`config.mk`:
```
export PLATFORM = sky130hd
export DESIGN_NAME = pimb_mask_bank
export DESIGN_NICKNAME = d
export VERILOG_FILES = /design/src/common/pimb_pkg.sv /design/src/logic/pimb_axil_slave.sv /design/src/logic/pimb_mask_bank.sv
export VERILOG_INCLUDE_DIRS = /design/src /design/src/common
export SDC_FILE = /design/constraint.sdc
export NUM_CORES = 1
export LEC_CHECK = 0
export BUFFER_PORTS_ARGS = -buffer_cell sky130_fd_sc_hd__buf_4
export CAP_MARGIN = 20
export CORE_MARGIN = 4
export CORE_UTILIZATION = 40
export DETAILED_ROUTE_END_ITERATION = 7
export MAX_ROUTING_LAYER = met4
export RECOVER_POWER = 25
export SETUP_SLACK_MARGIN = 0.5
export SYNTH_ARGS = -nofsm -noshare
export SYNTH_HDL_FRONTEND = slang
export SYNTH_SLANG_ARGS = --single-unit
```
`constraint.sdc`:
```
create_clock -name aclk -period 3.25 [get_ports aclk]
set_clock_uncertainty 0.1 [all_clocks]
set_input_delay 0.1625 -clock aclk [delete_from_list [all_inputs] [get_ports aclk]]
set_output_delay 0.1625 -clock aclk [all_outputs]
set_load 0.05 [all_outputs]
```
`src/common/pimb_map.svh`:
```
`ifndef PIMB_MAP_SVH
`define PIMB_MAP_SVH
// Bus and register widths
`define PIMB_ADDR_W 18
`define PIMB_DATA_W 32
`define PIMB_STRB_W 4
`define PIMB_REG_W 16
`define PIMB_IDX_W 16
`define PIMB_IDX_LSB 2
`define PIMB_NUM_GRP 3
`define PIMB_BYTE_W 8
// Register indices, byte address is four times the index
`define PIMB_IDX_UV_MASK 16'h401B
`define PIMB_IDX_CONV_MASK 16'h401C
`define PIMB_IDX_PIN_MASK 16'h401D
`define PIMB_IDX_UV_STAT 16'h400B
`define PIMB_IDX_CONV_STAT 16'h400C
`define PIMB_IDX_PIN_STAT 16'h400D
// Event group numbers
`define PIMB_GRP_UV 2'h0
`define PIMB_GRP_CONV 2'h1
`define PIMB_GRP_PIN 2'h2
// Mask bit positions
`define PIMB_MASK_REG1_UNDERVOLTAGE 4'h0
`define PIMB_MASK_REG10_UNDERVOLTAGE 4'h9
`define PIMB_MASK_BUCK1_UNDERVOLTAGE 4'h0
`define PIMB_MASK_BUCK4_UNDERVOLTAGE 4'h3
`define PIMB_MASK_CRYSTAL_STARTUP 4'h7
`define PIMB_MASK_BUCK1_HIGH_CURRENT 4'h8
`define PIMB_MASK_BUCK2_HIGH_CURRENT 4'h9
`define PIMB_MASK_PIN6_EVENT 4'h5
`define PIMB_MASK_PIN12_EVENT 4'hB
// Bus responses and fill values
`define PIMB_RESP_OKAY 2'h0
`define PIMB_RESP_SLVERR 2'h2
`define PIMB_ZERO_WORD 16'h0000
`endif

```
`src/common/pimb_pkg.sv`:
```
`default_nettype none
`include "pimb_map.svh"
package pimb_pkg;
    // One register word
    typedef logic [`PIMB_REG_W-1:0] pimb_word_t;
    // Result of an address decode
    typedef struct packed {
        logic hit;
        logic is_status;
        logic [1:0] grp;
    } pimb_dec_s;
    // Bus slave write and read states
    typedef enum logic {pimb_wr_collect, pimb_wr_resp} pimb_wr_state_e;
    typedef enum logic {pimb_rd_idle, pimb_rd_send} pimb_rd_state_e;
endpackage : pimb_pkg
`default_nettype wire

```
`src/logic/pimb_axil_slave.sv`:
```
`timescale 1ns/100ps
`default_nettype none
`include "pimb_map.svh"
module pimb_axil_slave import pimb_pkg::*; (
    // Clock, reset, freeze
    input wire logic aclk,
    input wire logic aresetn,
    input wire logic ce,
    // Write address and data
    input wire logic s_axi_awvalid,
    output logic s_axi_awready,
    input wire logic [`PIMB_ADDR_W-1:0] s_axi_awaddr,
    input wire logic s_axi_wvalid,
    output logic s_axi_wready,
    input wire logic [`PIMB_DATA_W-1:0] s_axi_wdata,
    input wire logic [`PIMB_STRB_W-1:0] s_axi_wstrb,
    // Write response
    output logic s_axi_bvalid,
    input wire logic s_axi_bready,
    output logic [1:0] s_axi_bresp,
    // Read address and data
    input wire logic s_axi_arvalid,
    output logic s_axi_arready,
    input wire logic [`PIMB_ADDR_W-1:0] s_axi_araddr,
    output logic s_axi_rvalid,
    input wire logic s_axi_rready,
    output logic [`PIMB_DATA_W-1:0] s_axi_rdata,
    output logic [1:0] s_axi_rresp,
    // Register file side
    output logic wr_req,
    output logic [`PIMB_ADDR_W-1:0] wr_addr,
    output logic [`PIMB_DATA_W-1:0] wr_data,
    output logic [`PIMB_STRB_W-1:0] wr_strb,
    input wire logic wr_err,
    output logic rd_req,
    output logic [`PIMB_ADDR_W-1:0] rd_addr,
    input wire logic [`PIMB_DATA_W-1:0] rd_data,
    input wire logic rd_err
);
    pimb_wr_state_e wr_state_reg, wr_state_next;
    pimb_rd_state_e rd_state_reg, rd_state_next;
    logic aw_got_reg, aw_got_next, w_got_reg, w_got_next;
    logic [`PIMB_ADDR_W-1:0] waddr_reg, waddr_next;
    logic [`PIMB_DATA_W-1:0] wdata_reg, wdata_next;
    logic [`PIMB_STRB_W-1:0] wstrb_reg, wstrb_next;
    logic [1:0] bresp_reg, bresp_next, rresp_reg, rresp_next;
    logic [`PIMB_DATA_W-1:0] rdata_reg, rdata_next;

    // Handshake outputs; the ready outputs stall while frozen, bvalid and rvalid do not
    assign s_axi_awready = ce && wr_state_reg == pimb_wr_collect && !aw_got_reg;
    assign s_axi_wready = ce && wr_state_reg == pimb_wr_collect && !w_got_reg;
    assign s_axi_bvalid = wr_state_reg == pimb_wr_resp;
    assign s_axi_arready = ce && rd_state_reg == pimb_rd_idle;
    assign s_axi_rvalid = rd_state_reg == pimb_rd_send;
    assign wr_req = ce && wr_state_reg == pimb_wr_collect
        && aw_got_reg && w_got_reg;
    assign rd_req = s_axi_arvalid && s_axi_arready;
    assign rd_addr = s_axi_araddr;
    assign wr_addr = waddr_reg;
    assign wr_data = wdata_reg;
    assign wr_strb = wstrb_reg;
    assign s_axi_bresp = bresp_reg;
    assign s_axi_rdata = rdata_reg;
    assign s_axi_rresp = rresp_reg;

    // Next state of both channels
    always_comb begin
        wr_state_next = wr_state_reg;
        aw_got_next = aw_got_reg;
        w_got_next = w_got_reg;
        waddr_next = waddr_reg;
        wdata_next = wdata_reg;
        wstrb_next = wstrb_reg;
        bresp_next = bresp_reg;
        rd_state_next = rd_state_reg;
        rdata_next = rdata_reg;
        rresp_next = rresp_reg;
        unique case (wr_state_reg)
            pimb_wr_collect: begin
                if (s_axi_awvalid && s_axi_awready) begin
                    aw_got_next = 1'b1;
                    waddr_next = s_axi_awaddr;
                end
                if (s_axi_wvalid && s_axi_wready) begin
                    w_got_next = 1'b1;
                    wdata_next = s_axi_wdata;
                    wstrb_next = s_axi_wstrb;
                end
                if (wr_req) begin
                    aw_got_next = 1'b0;
                    w_got_next = 1'b0;
                    bresp_next = wr_err ? `PIMB_RESP_SLVERR : `PIMB_RESP_OKAY;
                    wr_state_next = pimb_wr_resp;
                end
            end
            pimb_wr_resp: begin
                if (ce && s_axi_bready) begin
                    wr_state_next = pimb_wr_collect;
                end
            end
        endcase
        unique case (rd_state_reg)
            pimb_rd_idle: begin
                if (rd_req) begin
                    rdata_next = rd_data;
                    rresp_next = rd_err ? `PIMB_RESP_SLVERR : `PIMB_RESP_OKAY;
                    rd_state_next = pimb_rd_send;
                end
            end
            pimb_rd_send: begin
                if (ce && s_axi_rready) begin
                    rd_state_next = pimb_rd_idle;
                end
            end
        endcase
    end

    // Channel registers
    always_ff @(posedge aclk) begin
        if (!aresetn) begin
            wr_state_reg <= pimb_wr_collect;
            rd_state_reg <= pimb_rd_idle;
            aw_got_reg <= 1'b0;
            w_got_reg <= 1'b0;
            waddr_reg <= '0;
            wdata_reg <= '0;
            wstrb_reg <= '0;
            bresp_reg <= `PIMB_RESP_OKAY;
            rdata_reg <= '0;
            rresp_reg <= `PIMB_RESP_OKAY;
        end else if (ce) begin
            wr_state_reg <= wr_state_next;
            rd_state_reg <= rd_state_next;
            aw_got_reg <= aw_got_next;
            w_got_reg <= w_got_next;
            waddr_reg <= waddr_next;
            wdata_reg <= wdata_next;
            wstrb_reg <= wstrb_next;
            bresp_reg <= bresp_next;
            rdata_reg <= rdata_next;
            rresp_reg <= rresp_next;
        end
    end
endmodule : pimb_axil_slave
`default_nettype wire

```
`src/logic/pimb_mask_bank.sv`:
```
`timescale 1ns/100ps
`default_nettype none
`include "pimb_map.svh"
// Function
// Mask bit 1 blocks its event from interrupt; 0 lets status raise it.
// After reset every implemented mask bit reads one.
// Regulator undervoltage masks: bits 0 to 9, regulators one to ten.
// Buck undervoltage bits 0-3, crystal start bit 7, high current 8-9.
// Pin masks: pins six to twelve at bits 5 to 11.
// Mask changes keep status; unmasking a pending event raises interrupt.
module pimb_mask_bank import pimb_pkg::*; (
    // Clock, reset, freeze
    input wire logic aclk,
    input wire logic aresetn,
    input wire logic ce,
    // Write address and data
    input wire logic s_axi_awvalid,
    output logic s_axi_awready,
    input wire logic [`PIMB_ADDR_W-1:0] s_axi_awaddr,
    input wire logic s_axi_wvalid,
    output logic s_axi_wready,
    input wire logic [`PIMB_DATA_W-1:0] s_axi_wdata,
    input wire logic [`PIMB_STRB_W-1:0] s_axi_wstrb,
    // Write response
    output logic s_axi_bvalid,
    input wire logic s_axi_bready,
    output logic [1:0] s_axi_bresp,
    // Read address and data
    input wire logic s_axi_arvalid,
    output logic s_axi_arready,
    input wire logic [`PIMB_ADDR_W-1:0] s_axi_araddr,
    output logic s_axi_rvalid,
    input wire logic s_axi_rready,
    output logic [`PIMB_DATA_W-1:0] s_axi_rdata,
    output logic [1:0] s_axi_rresp,
    // Event pulses, laid out as their registers
    input wire logic [`PIMB_REG_W-1:0] uv_event,
    input wire logic [`PIMB_REG_W-1:0] conv_event,
    input wire logic [`PIMB_REG_W-1:0] pin_event,
    // Shared interrupt
    output logic irq
);
    // Contiguous run of ones from lo to hi
    function automatic pimb_word_t range_bits(input logic [3:0] lo,
                                              input logic [3:0] hi);
        pimb_word_t r;
        for (int i = 0; i < `PIMB_REG_W; i++) begin
            r[i] = (i >= int'(lo)) && (i <= int'(hi));
        end
        return r;
    endfunction : range_bits

    // Implemented bits of each group
    localparam pimb_word_t IMPL_UV = range_bits(
        `PIMB_MASK_REG1_UNDERVOLTAGE, `PIMB_MASK_REG10_UNDERVOLTAGE);
    localparam pimb_word_t IMPL_CONV =
        range_bits(`PIMB_MASK_BUCK1_UNDERVOLTAGE,
                   `PIMB_MASK_BUCK4_UNDERVOLTAGE)
        | range_bits(`PIMB_MASK_CRYSTAL_STARTUP,
                     `PIMB_MASK_CRYSTAL_STARTUP)
        | range_bits(`PIMB_MASK_BUCK1_HIGH_CURRENT,
                     `PIMB_MASK_BUCK2_HIGH_CURRENT);
    localparam pimb_word_t IMPL_PIN = range_bits(
        `PIMB_MASK_PIN6_EVENT, `PIMB_MASK_PIN12_EVENT);
    localparam pimb_word_t IMPL [`PIMB_NUM_GRP] =
        '{IMPL_UV, IMPL_CONV, IMPL_PIN};

    // Register index to group and kind
    function automatic pimb_dec_s decode(
        input logic [`PIMB_ADDR_W-1:0] addr);
        pimb_dec_s d;
        logic [`PIMB_IDX_W-1:0] idx;
        idx = addr[`PIMB_ADDR_W-1:`PIMB_IDX_LSB];
        d.hit = 1'b1;
        d.is_status = 1'b0;
        d.grp = `PIMB_GRP_UV;
        case (idx)
            `PIMB_IDX_UV_MASK: d.grp = `PIMB_GRP_UV;
            `PIMB_IDX_CONV_MASK: d.grp = `PIMB_GRP_CONV;
            `PIMB_IDX_PIN_MASK: d.grp = `PIMB_GRP_PIN;
            `PIMB_IDX_UV_STAT: begin
                d.is_status = 1'b1;
                d.grp = `PIMB_GRP_UV;
            end
            `PIMB_IDX_CONV_STAT: begin
                d.is_status = 1'b1;
                d.grp = `PIMB_GRP_CONV;
            end
            `PIMB_IDX_PIN_STAT: begin
                d.is_status = 1'b1;
                d.grp = `PIMB_GRP_PIN;
            end
            default: d.hit = 1'b0;
        endcase
        return d;
    endfunction : decode

    // Register state
    pimb_word_t mask_reg [`PIMB_NUM_GRP];
    pimb_word_t mask_next [`PIMB_NUM_GRP];
    pimb_word_t status_reg [`PIMB_NUM_GRP];
    pimb_word_t status_next [`PIMB_NUM_GRP];
    pimb_word_t evt [`PIMB_NUM_GRP];
    logic irq_reg, irq_next;

    // Bus side signals
    logic wr_req, rd_req, wr_err, rd_err;
    logic [`PIMB_ADDR_W-1:0] wr_addr, rd_addr;
    logic [`PIMB_DATA_W-1:0] wr_data, rd_data;
    logic [`PIMB_STRB_W-1:0] wr_strb;
    pimb_dec_s wdec, rdec;
    pimb_word_t wdata_low, byte_en, rval;

    // Bus slave
    pimb_axil_slave u_slave (
        .aclk(aclk),
        .aresetn(aresetn),
        .ce(ce),
        .s_axi_awvalid(s_axi_awvalid),
        .s_axi_awready(s_axi_awready),
        .s_axi_awaddr(s_axi_awaddr),
        .s_axi_wvalid(s_axi_wvalid),
        .s_axi_wready(s_axi_wready),
        .s_axi_wdata(s_axi_wdata),
        .s_axi_wstrb(s_axi_wstrb),
        .s_axi_bvalid(s_axi_bvalid),
        .s_axi_bready(s_axi_bready),
        .s_axi_bresp(s_axi_bresp),
        .s_axi_arvalid(s_axi_arvalid),
        .s_axi_arready(s_axi_arready),
        .s_axi_araddr(s_axi_araddr),
        .s_axi_rvalid(s_axi_rvalid),
        .s_axi_rready(s_axi_rready),
        .s_axi_rdata(s_axi_rdata),
        .s_axi_rresp(s_axi_rresp),
        .wr_req(wr_req),
        .wr_addr(wr_addr),
        .wr_data(wr_data),
        .wr_strb(wr_strb),
        .wr_err(wr_err),
        .rd_req(rd_req),
        .rd_addr(rd_addr),
        .rd_data(rd_data),
        .rd_err(rd_err)
    );

    // Decode, byte lanes and read mux
    always_comb begin
        evt[`PIMB_GRP_UV] = uv_event;
        evt[`PIMB_GRP_CONV] = conv_event;
        evt[`PIMB_GRP_PIN] = pin_event;
        wdec = decode(wr_addr);
        rdec = decode(rd_addr);
        wdata_low = wr_data[`PIMB_REG_W-1:0];
        byte_en = {{`PIMB_BYTE_W{wr_strb[1]}}, {`PIMB_BYTE_W{wr_strb[0]}}};
        wr_err = !wdec.hit;
        rd_err = !rdec.hit;
        rval = rdec.is_status ? status_reg[rdec.grp] : mask_reg[rdec.grp];
        rd_data = {`PIMB_ZERO_WORD, rdec.hit ? rval : `PIMB_ZERO_WORD};
    end

    // Next masks, sticky status and interrupt level
    always_comb begin
        pimb_word_t clr;
        pimb_word_t pend;
        clr = '0;
        pend = '0;
        irq_next = 1'b0;
        for (int g = 0; g < `PIMB_NUM_GRP; g++) begin
            mask_next[g] = mask_reg[g];
            clr = '0;
            if (wr_req && wdec.hit && wdec.grp == 2'(g)) begin
                if (wdec.is_status) begin
                    clr = wdata_low & byte_en; // Write one to clear
                end else begin
                    mask_next[g] = ((mask_reg[g] & ~byte_en)
                        | (wdata_low & byte_en)) & IMPL[g];
                end
            end
            // Set beats clear; mask never touches status
            status_next[g] = (status_reg[g] & ~clr)
                | (ce ? (evt[g] & IMPL[g]) : '0);
            pend = status_next[g] & ~mask_next[g];
            irq_next = irq_next || (|pend);
        end
    end

    // State registers, frozen while ce is low
    always_ff @(posedge aclk) begin
        if (!aresetn) begin
            mask_reg <= IMPL;
            status_reg <= '{default: '0};
            irq_reg <= 1'b0;
        end else if (ce) begin
            mask_reg <= mask_next;
            status_reg <= status_next;
            irq_reg <= irq_next;
        end
    end

    assign irq = irq_reg;

    logic no_event;
    assign no_event = !(|uv_event) && !(|conv_event) && !(|pin_event);
endmodule : pimb_mask_bank
`default_nettype wire

```
Word-level counts from Yosys, hierarchy flattened --
Cells that the tools add are included.
Cells by class: multiplexer cells 39, reductions and logical operators 39, equal/unequal tests 14, bitwise gates (word level) 26, magnitude comparators 1
Operators by type and width (number):
- 2-to-1 mux 16 bit | 16
- == test 16 x 15 -> 1 bit, second input constant | 12
- AND 16 bit | 7
- inverter 16 bit | 6
- binary-select mux 16 bit (select 2 bit) | 2
- OR reduction 16 bit | 3
- OR 16 x 10 -> 16 bit | 2
- AND 10 bit | 2
- 2-to-1 mux 10 bit | 2
- OR 10 bit | 2
- AND reduction 3 bit | 6
- OR 16 x 12 -> 16 bit | 1
- logical AND 1 bit | 15
- AND 12 bit | 1
- 2-to-1 mux 1 bit | 12
- 2-to-1 mux 12 bit | 1
- inverter 12 bit | 1
- OR 12 bit | 1
- OR reduction 6 bit | 2
- case mux 2 bit (2 select lines) | 2
- OR reduction 2 bit | 4
- OR reduction 3 bit | 2
- 2-to-1 mux 2 bit | 2
- case mux 1 bit (2 select lines) | 2
- 9 further kinds | 13
Storage, ports and cells: register bits after elaboration 157, logic and storage cells 136, input bits 128, output and inout port bits 42

Logic depth before layout (Yosys ltp) --
word-level depth 14, mapped depth 11, gate-level depth less buffers 9

Hierarchy --
From an unflattened synthesis, not the netlist that was laid out.
Unflattened totals: cells, all modules 1176, area, all modules 9440.3 um2
By module, submodules not included:
- pimb_mask_bank | cells each 753, area each 5505.3 um2, times used 1, seq. area each 1941.9 um2
- pimb_axil_slave | cells each 423, area each 3935.0 um2, times used 1, seq. area each 1841.8 um2

Worst setup path after synthesis --
Ideal clock, no wire load.
path type register -> register, start point register u_slave.wr_state_reg, in the netlist u_slave.s_axi_bvalid, end point register irq_reg, in the netlist irq, slack 0.403 ns, data arrival time 2.620 ns, clock period less this slack 2.847 ns, buffers on the path 0, stages on the path, launching flop included 9, cells stage by stage dfxtp_1 > nand4b_1 > nor4_4 > nand3_1 > mux2i_1 > a211o_1 > nor4b_1 > and4_1 > a21oi_1
On the way: cells in the longest elaborated chain, start to end 14
RTL lines:
- start, declared | RTL line pimb_axil_slave.sv:40 | pimb_wr_state_e wr_state_reg, wr_state_next;
- start signal, assigned | RTL line pimb_axil_slave.sv:121 | wr_state_reg <= pimb_wr_collect;
- start signal, assigned | RTL line pimb_axil_slave.sv:132 | wr_state_reg <= wr_state_next;
- inverter 1 bit (no source line) *
- logical AND 1 bit * | RTL line pimb_axil_slave.sv:55 | assign wr_req = ce && wr_state_reg == pimb_wr_collect
- logical AND 1 bit * (2 in a row) | RTL line pimb_axil_slave.sv:56 | && aw_got_reg && w_got_reg;
- logical AND 1 bit * | RTL line pimb_mask_bank.sv:172 | if (wr_req && wdec.hit && wdec.grp == 2'(g)) begin
- logical AND 1 bit | RTL line pimb_mask_bank.sv:172
- 2-to-1 mux 16 bit | RTL line pimb_mask_bank.sv:172
- inverter 16 bit | RTL line pimb_mask_bank.sv:181 | status_next[g] = (status_reg[g] & ~clr)
- AND 16 bit | RTL line pimb_mask_bank.sv:181
- OR 16 x 10 -> 16 bit | RTL line pimb_mask_bank.sv:182 | | (ce ? (evt[g] & IMPL[g]) : '0);
- AND 16 bit | RTL line pimb_mask_bank.sv:183 | pend = status_next[g] & ~mask_next[g];
- OR reduction 16 bit | RTL line pimb_mask_bank.sv:184 | irq_next = irq_next || (|pend);
- logical OR 1 bit | RTL line pimb_mask_bank.sv:184
- logical OR 1 bit * | RTL line pimb_mask_bank.sv:184
- end signal, assigned | RTL line pimb_mask_bank.sv:197 | irq_reg <= irq_next;
- end, declared | RTL line pimb_mask_bank.sv:104 | logic irq_reg, irq_next;
Every way passes the cells marked *; elsewhere a longest branch is shown, timed or not. A chain may end at the register's enable or synchronous reset.

Worst setup path in the final report --
start point register u_slave.waddr_reg[12], in the netlist u_slave.wr_addr[12], end point register irq_reg, in the netlist irq
On the way: cells in the longest elaborated chain, start to end 13
RTL lines:
- start, declared | RTL line pimb_axil_slave.sv:43 | logic [`PIMB_ADDR_W-1:0] waddr_reg, waddr_next;
- start signal, assigned | RTL line pimb_axil_slave.sv:136 | waddr_reg <= waddr_next;
- == test 16 x 15 -> 1 bit | RTL line pimb_mask_bank.sv:77 | case (idx)
- OR reduction 2 bit (no source line) / OR reduction 6 bit (equally long branches)
- case mux 2 bit (2 select lines) / 2-to-1 mux 1 bit (equally long branches) | RTL line pimb_mask_bank.sv:77
- == test 2 x 1 -> 1 bit (tied with other cells) | RTL line pimb_mask_bank.sv:172
- logical AND 1 bit | RTL line pimb_mask_bank.sv:172
- 2-to-1 mux 16 bit | RTL line pimb_mask_bank.sv:172
- inverter 16 bit | RTL line pimb_mask_bank.sv:181
- AND 16 bit | RTL line pimb_mask_bank.sv:181
- OR 16 x 10 -> 16 bit | RTL line pimb_mask_bank.sv:182
- AND 16 bit | RTL line pimb_mask_bank.sv:183
- OR reduction 16 bit | RTL line pimb_mask_bank.sv:184
- logical OR 1 bit | RTL line pimb_mask_bank.sv:184
- logical OR 1 bit * | RTL line pimb_mask_bank.sv:184
Marks and branches as above.

==> impl_metrics.env <==
export IMPL_dpl_hpwl_mm=18.36
export IMPL_ys_seq_area_frac=0.4066
export IMPL_ff2ff_setup_slack_ps=180
export IMPL_powerDensity_nw_per_um2=443.2
export IMPL_pwr_share_comb=0.101
export IMPL_regToRegStartpoint="u_slave.wr_addr[12]"
export IMPL_finish_utilization=0.5554
export IMPL_grt_pass1_wl_mm=39.54
export IMPL_syn_area_um2=7533
export IMPL_grt_remaining_overflow=0
export IMPL_fin_hold_ws_ps=12.20
export IMPL_final_setup_viol_count=0
export IMPL_hold_viol=0
export IMPL_placementRows=49
export IMPL_yosys_area_top_type="dfxtp_1"
export IMPL_maxSlewViolCount=0
export IMPL_power_switching_mw=1.089
export IMPL_dp_cells=1270
export IMPL_io_buffers=105
export IMPL_h_tree_depth=4
export IMPL_cp_cell_sequence="or4_4 -> nor4_4 -> buf_4 -> nand4_1 -> a31oi_2 -> buf_4 -> buf_4 -> buf_4 -> a21oi_2 -> a21oi_2 -> nand3_1 -> nor4_1 -> a21oi_1"
export IMPL_internal_power_mw=3.408
export IMPL_switching_share=0.2421
export IMPL_run_status="finished clean"
export IMPL_post_route_period_util=0.9460
export IMPL_area_growth_pct=34.69
export IMPL_r2r_end="irq"
export IMPL_crit_top_cell="buf_4"
export IMPL_p_leak_nw=4.060
export IMPL_final_cells=1369
export IMPL_critical_path_endpoint_type="flip-flop"
export IMPL_min_from="uv_event[8]"
export IMPL_yosysUniqueCellTypes=59
export IMPL_cp_start_kind="flip-flop"
export IMPL_die_h_um=145.2
export IMPL_synth_top_cells_by_count="nand2_1, dfxtp_1, a21oi_1"
export IMPL_synth_most_common_cell="nand2_1"
export IMPL_hold_path_end="status_reg[40]"
export IMPL_synth_async_reset_ratio=0
export IMPL_place_gp_congestion=0.9599
export IMPL_drt_iter0_drc=652
export IMPL_ys_ff_latch=153
export IMPL_post_place_ws_ps=122.9
export IMPL_worstMarginPinSlew_ps=1016
export IMPL_cts_buffers=17
export IMPL_cp_depth=13
export IMPL_p_clk_frac=0.460
export IMPL_critPathRequiredTime_ps=3460
export IMPL_finalWorstSetupSlack_ps=175.5
export IMPL_avgViaCountPerCell=5.443
export IMPL_cts_buffer_depth=2
export IMPL_critical_path_class="flip-flop to flip-flop"
export IMPL_antenna_found_initial=0
export IMPL_ctsRootBufferMaster="clkbuf_16"
export IMPL_peakVddDrop_v=0.0003582
export IMPL_drtAntennaViolNets=0
export IMPL_finalCriticalPeriod_ps=3074
export IMPL_worstPathMaxFanout=5
export IMPL_io_pins=170
export IMPL_hp_class="primary input to flip-flop"
export IMPL_route_detailed_drc=0
export IMPL_initial_utilization=0.4123
export IMPL_vias=7451
export IMPL_synth_area_leaders="dfxtp_1, nand2_1, a21boi_0, mux4_2, a21oi_1"
export IMPL_cp_data_arrival_time_ps=3280
export IMPL_synth_edf_count=0
export IMPL_dr_pass1_iters=7
export IMPL_reg2reg_depth=13
export IMPL_hold_depth=3
export IMPL_cpLargestDelayFamily="simple AND/OR/NAND/NOR gates"
export IMPL_sequentialPowerShare=0.439
export IMPL_yosys_warnings=0
export IMPL_core_area_um2=18270
export IMPL_avgSynthCellArea_um2=8.215
export IMPL_rsz0062_at_grt="yes"
export IMPL_cp_num_buf_inv=4
export IMPL_clk_latency_ps=430
export IMPL_final_nets=1255
export IMPL_critPathSlowestCell="or4_4"
export IMPL_clkSinkCount=153
export IMPL_synth_cells=917
export IMPL_wl_per_cell_um=18.11
export IMPL_fin_setup_tns_ps=0
export IMPL_wl_mm=24.79
export IMPL_grt_start_max_net_pins=64
export IMPL_max_cap_viol_count=0
export IMPL_cts_tree="built"
export IMPL_drive_gt1_frac=0.2070
export IMPL_clk_pin_slew_ps=60
export IMPL_antenna_cells=0
export IMPL_dieArea_um2=21090
export IMPL_max_slew_margin=0.3225
export IMPL_die_x_um=145.2
export IMPL_fmax_mhz=325.3
export IMPL_synth_top_area_frac=0.4066
export IMPL_grt_pass1_vias=7117
export IMPL_slowest_delay_ps=570
export IMPL_grtUsageTotal=0.2397
export IMPL_synth_ff_type="dfxtp_1"
## repair_timing
item,CTS,global route
pin swaps,12,7
resized for setup,9,4
buffers inserted,10,3
setup endpoints to repair,1,1
hold buffers,54,0
cloned,0,0
endpoints found under the hold margin,54,0
## worst max path at each step
stage                     slack, ps   to                 start
final                           180  irq   u_slave.wr_addr[12]
after CTS                       230  irq    u_slave.wr_addr[7]
after detailed placement        120  irq    u_slave.wr_addr[8]
after global routing            -30  irq   u_slave.wr_addr[12]
after global placement          150  irq    u_slave.wr_addr[8]
after floorplan                 470  irq  u_slave.s_axi_bvalid
## placed cells by master (no fill, tap or decap), types with 9 or more instances in the layout
| cell type | Yosys | layout |
|---|---|---|
| clkbuf_16 | 0 | 17 |
| nand2b_1 | 20 | 20 |
| a22oi_1 | 9 | 9 |
| mux4_2 | 16 | 16 |
| dfxtp_1 | 153 | 152 |
| mux2i_1 | 22 | 22 |
| nand3b_1 | 10 | 10 |
| o21ai_0 | 24 | 24 |
| a21oi_1 | 62 | 60 |
| nand2_1 | 206 | 206 |
| dlygate4sd3_1 | 0 | 54 |
| and3_1 | 37 | 37 |
| nor2b_1 | 28 | 28 |
| nand3_1 | 34 | 33 |
| a211oi_1 | 17 | 17 |
| conb_1 | 1 | 18 |
| clkbuf_1 | 47 | 26 |
| a21boi_0 | 57 | 57 |
| nor2_1 | 37 | 37 |
| o211ai_1 | 9 | 9 |
| nand4_1 | 14 | 14 |
| buf_4 | 18 | 167 |
## metrics by stage
| step | power (mW) | area [um2] |
|---|---|---|
| 2_1_floorplan | 2.241 | 7600 |
| 3_3_place_gp | 2.402 | 8927 |
| 3_5_place_dp | 2.406 | 8927 |
| 4_1_cts | 4.518 | 10190 |
| 5_1_grt | 4.664 | 10150 |
| 6_report | 4.497 | 10150 |
## per-layer routing
layer,track usage,up-vias,share of wire
li1,-,3640,-
met1,0.3204,3479,0.46
met2,0.3723,311,0.46
met3,0.05176,21,0.070
met4,0.06030,0,0.016
met5,-,-,0
## worst min-delay path: cells and delay by family
| kind | cells | cell delay [ps] |
|---|---|---|
| buffers and inverters | 1 | 90 |
| AND/OR/NAND/NOR | 1 | 120 |
| AO/OA/AOI/OAI | 1 | 140 |
## layout make-up
type	count	area [um2]
clock inverter	13	177.7
fill	1744	8123
timing repair buffer	248	1936
inverter	7	26.28
clock buffer	19	432.9
multi-input combinational	700	4224
tap	229	286.5
sequential	153	3064
## power groups by stage
stage	combinational, mW	clock [mW]	sequential, mW
6_report	0.456	2.07	1.97
5_1_grt	0.495	2.19	1.98
4_1_cts	0.454	2.09	1.97
3_5_place_dp	0.393	0	2.01
3_3_place_gp	0.390	0	2.01
2_1_floorplan	0.245	0	2.00
## cells by family after synthesis
family,synth area share
other,0.0004978
muxes,0.07706
and+or+nand+nor,0.2860
DFF,0.4066
buffers and inverters,0.05032
AOI/OAI and AO/OA,0.1795
Power figures use the tool's default switching activity.
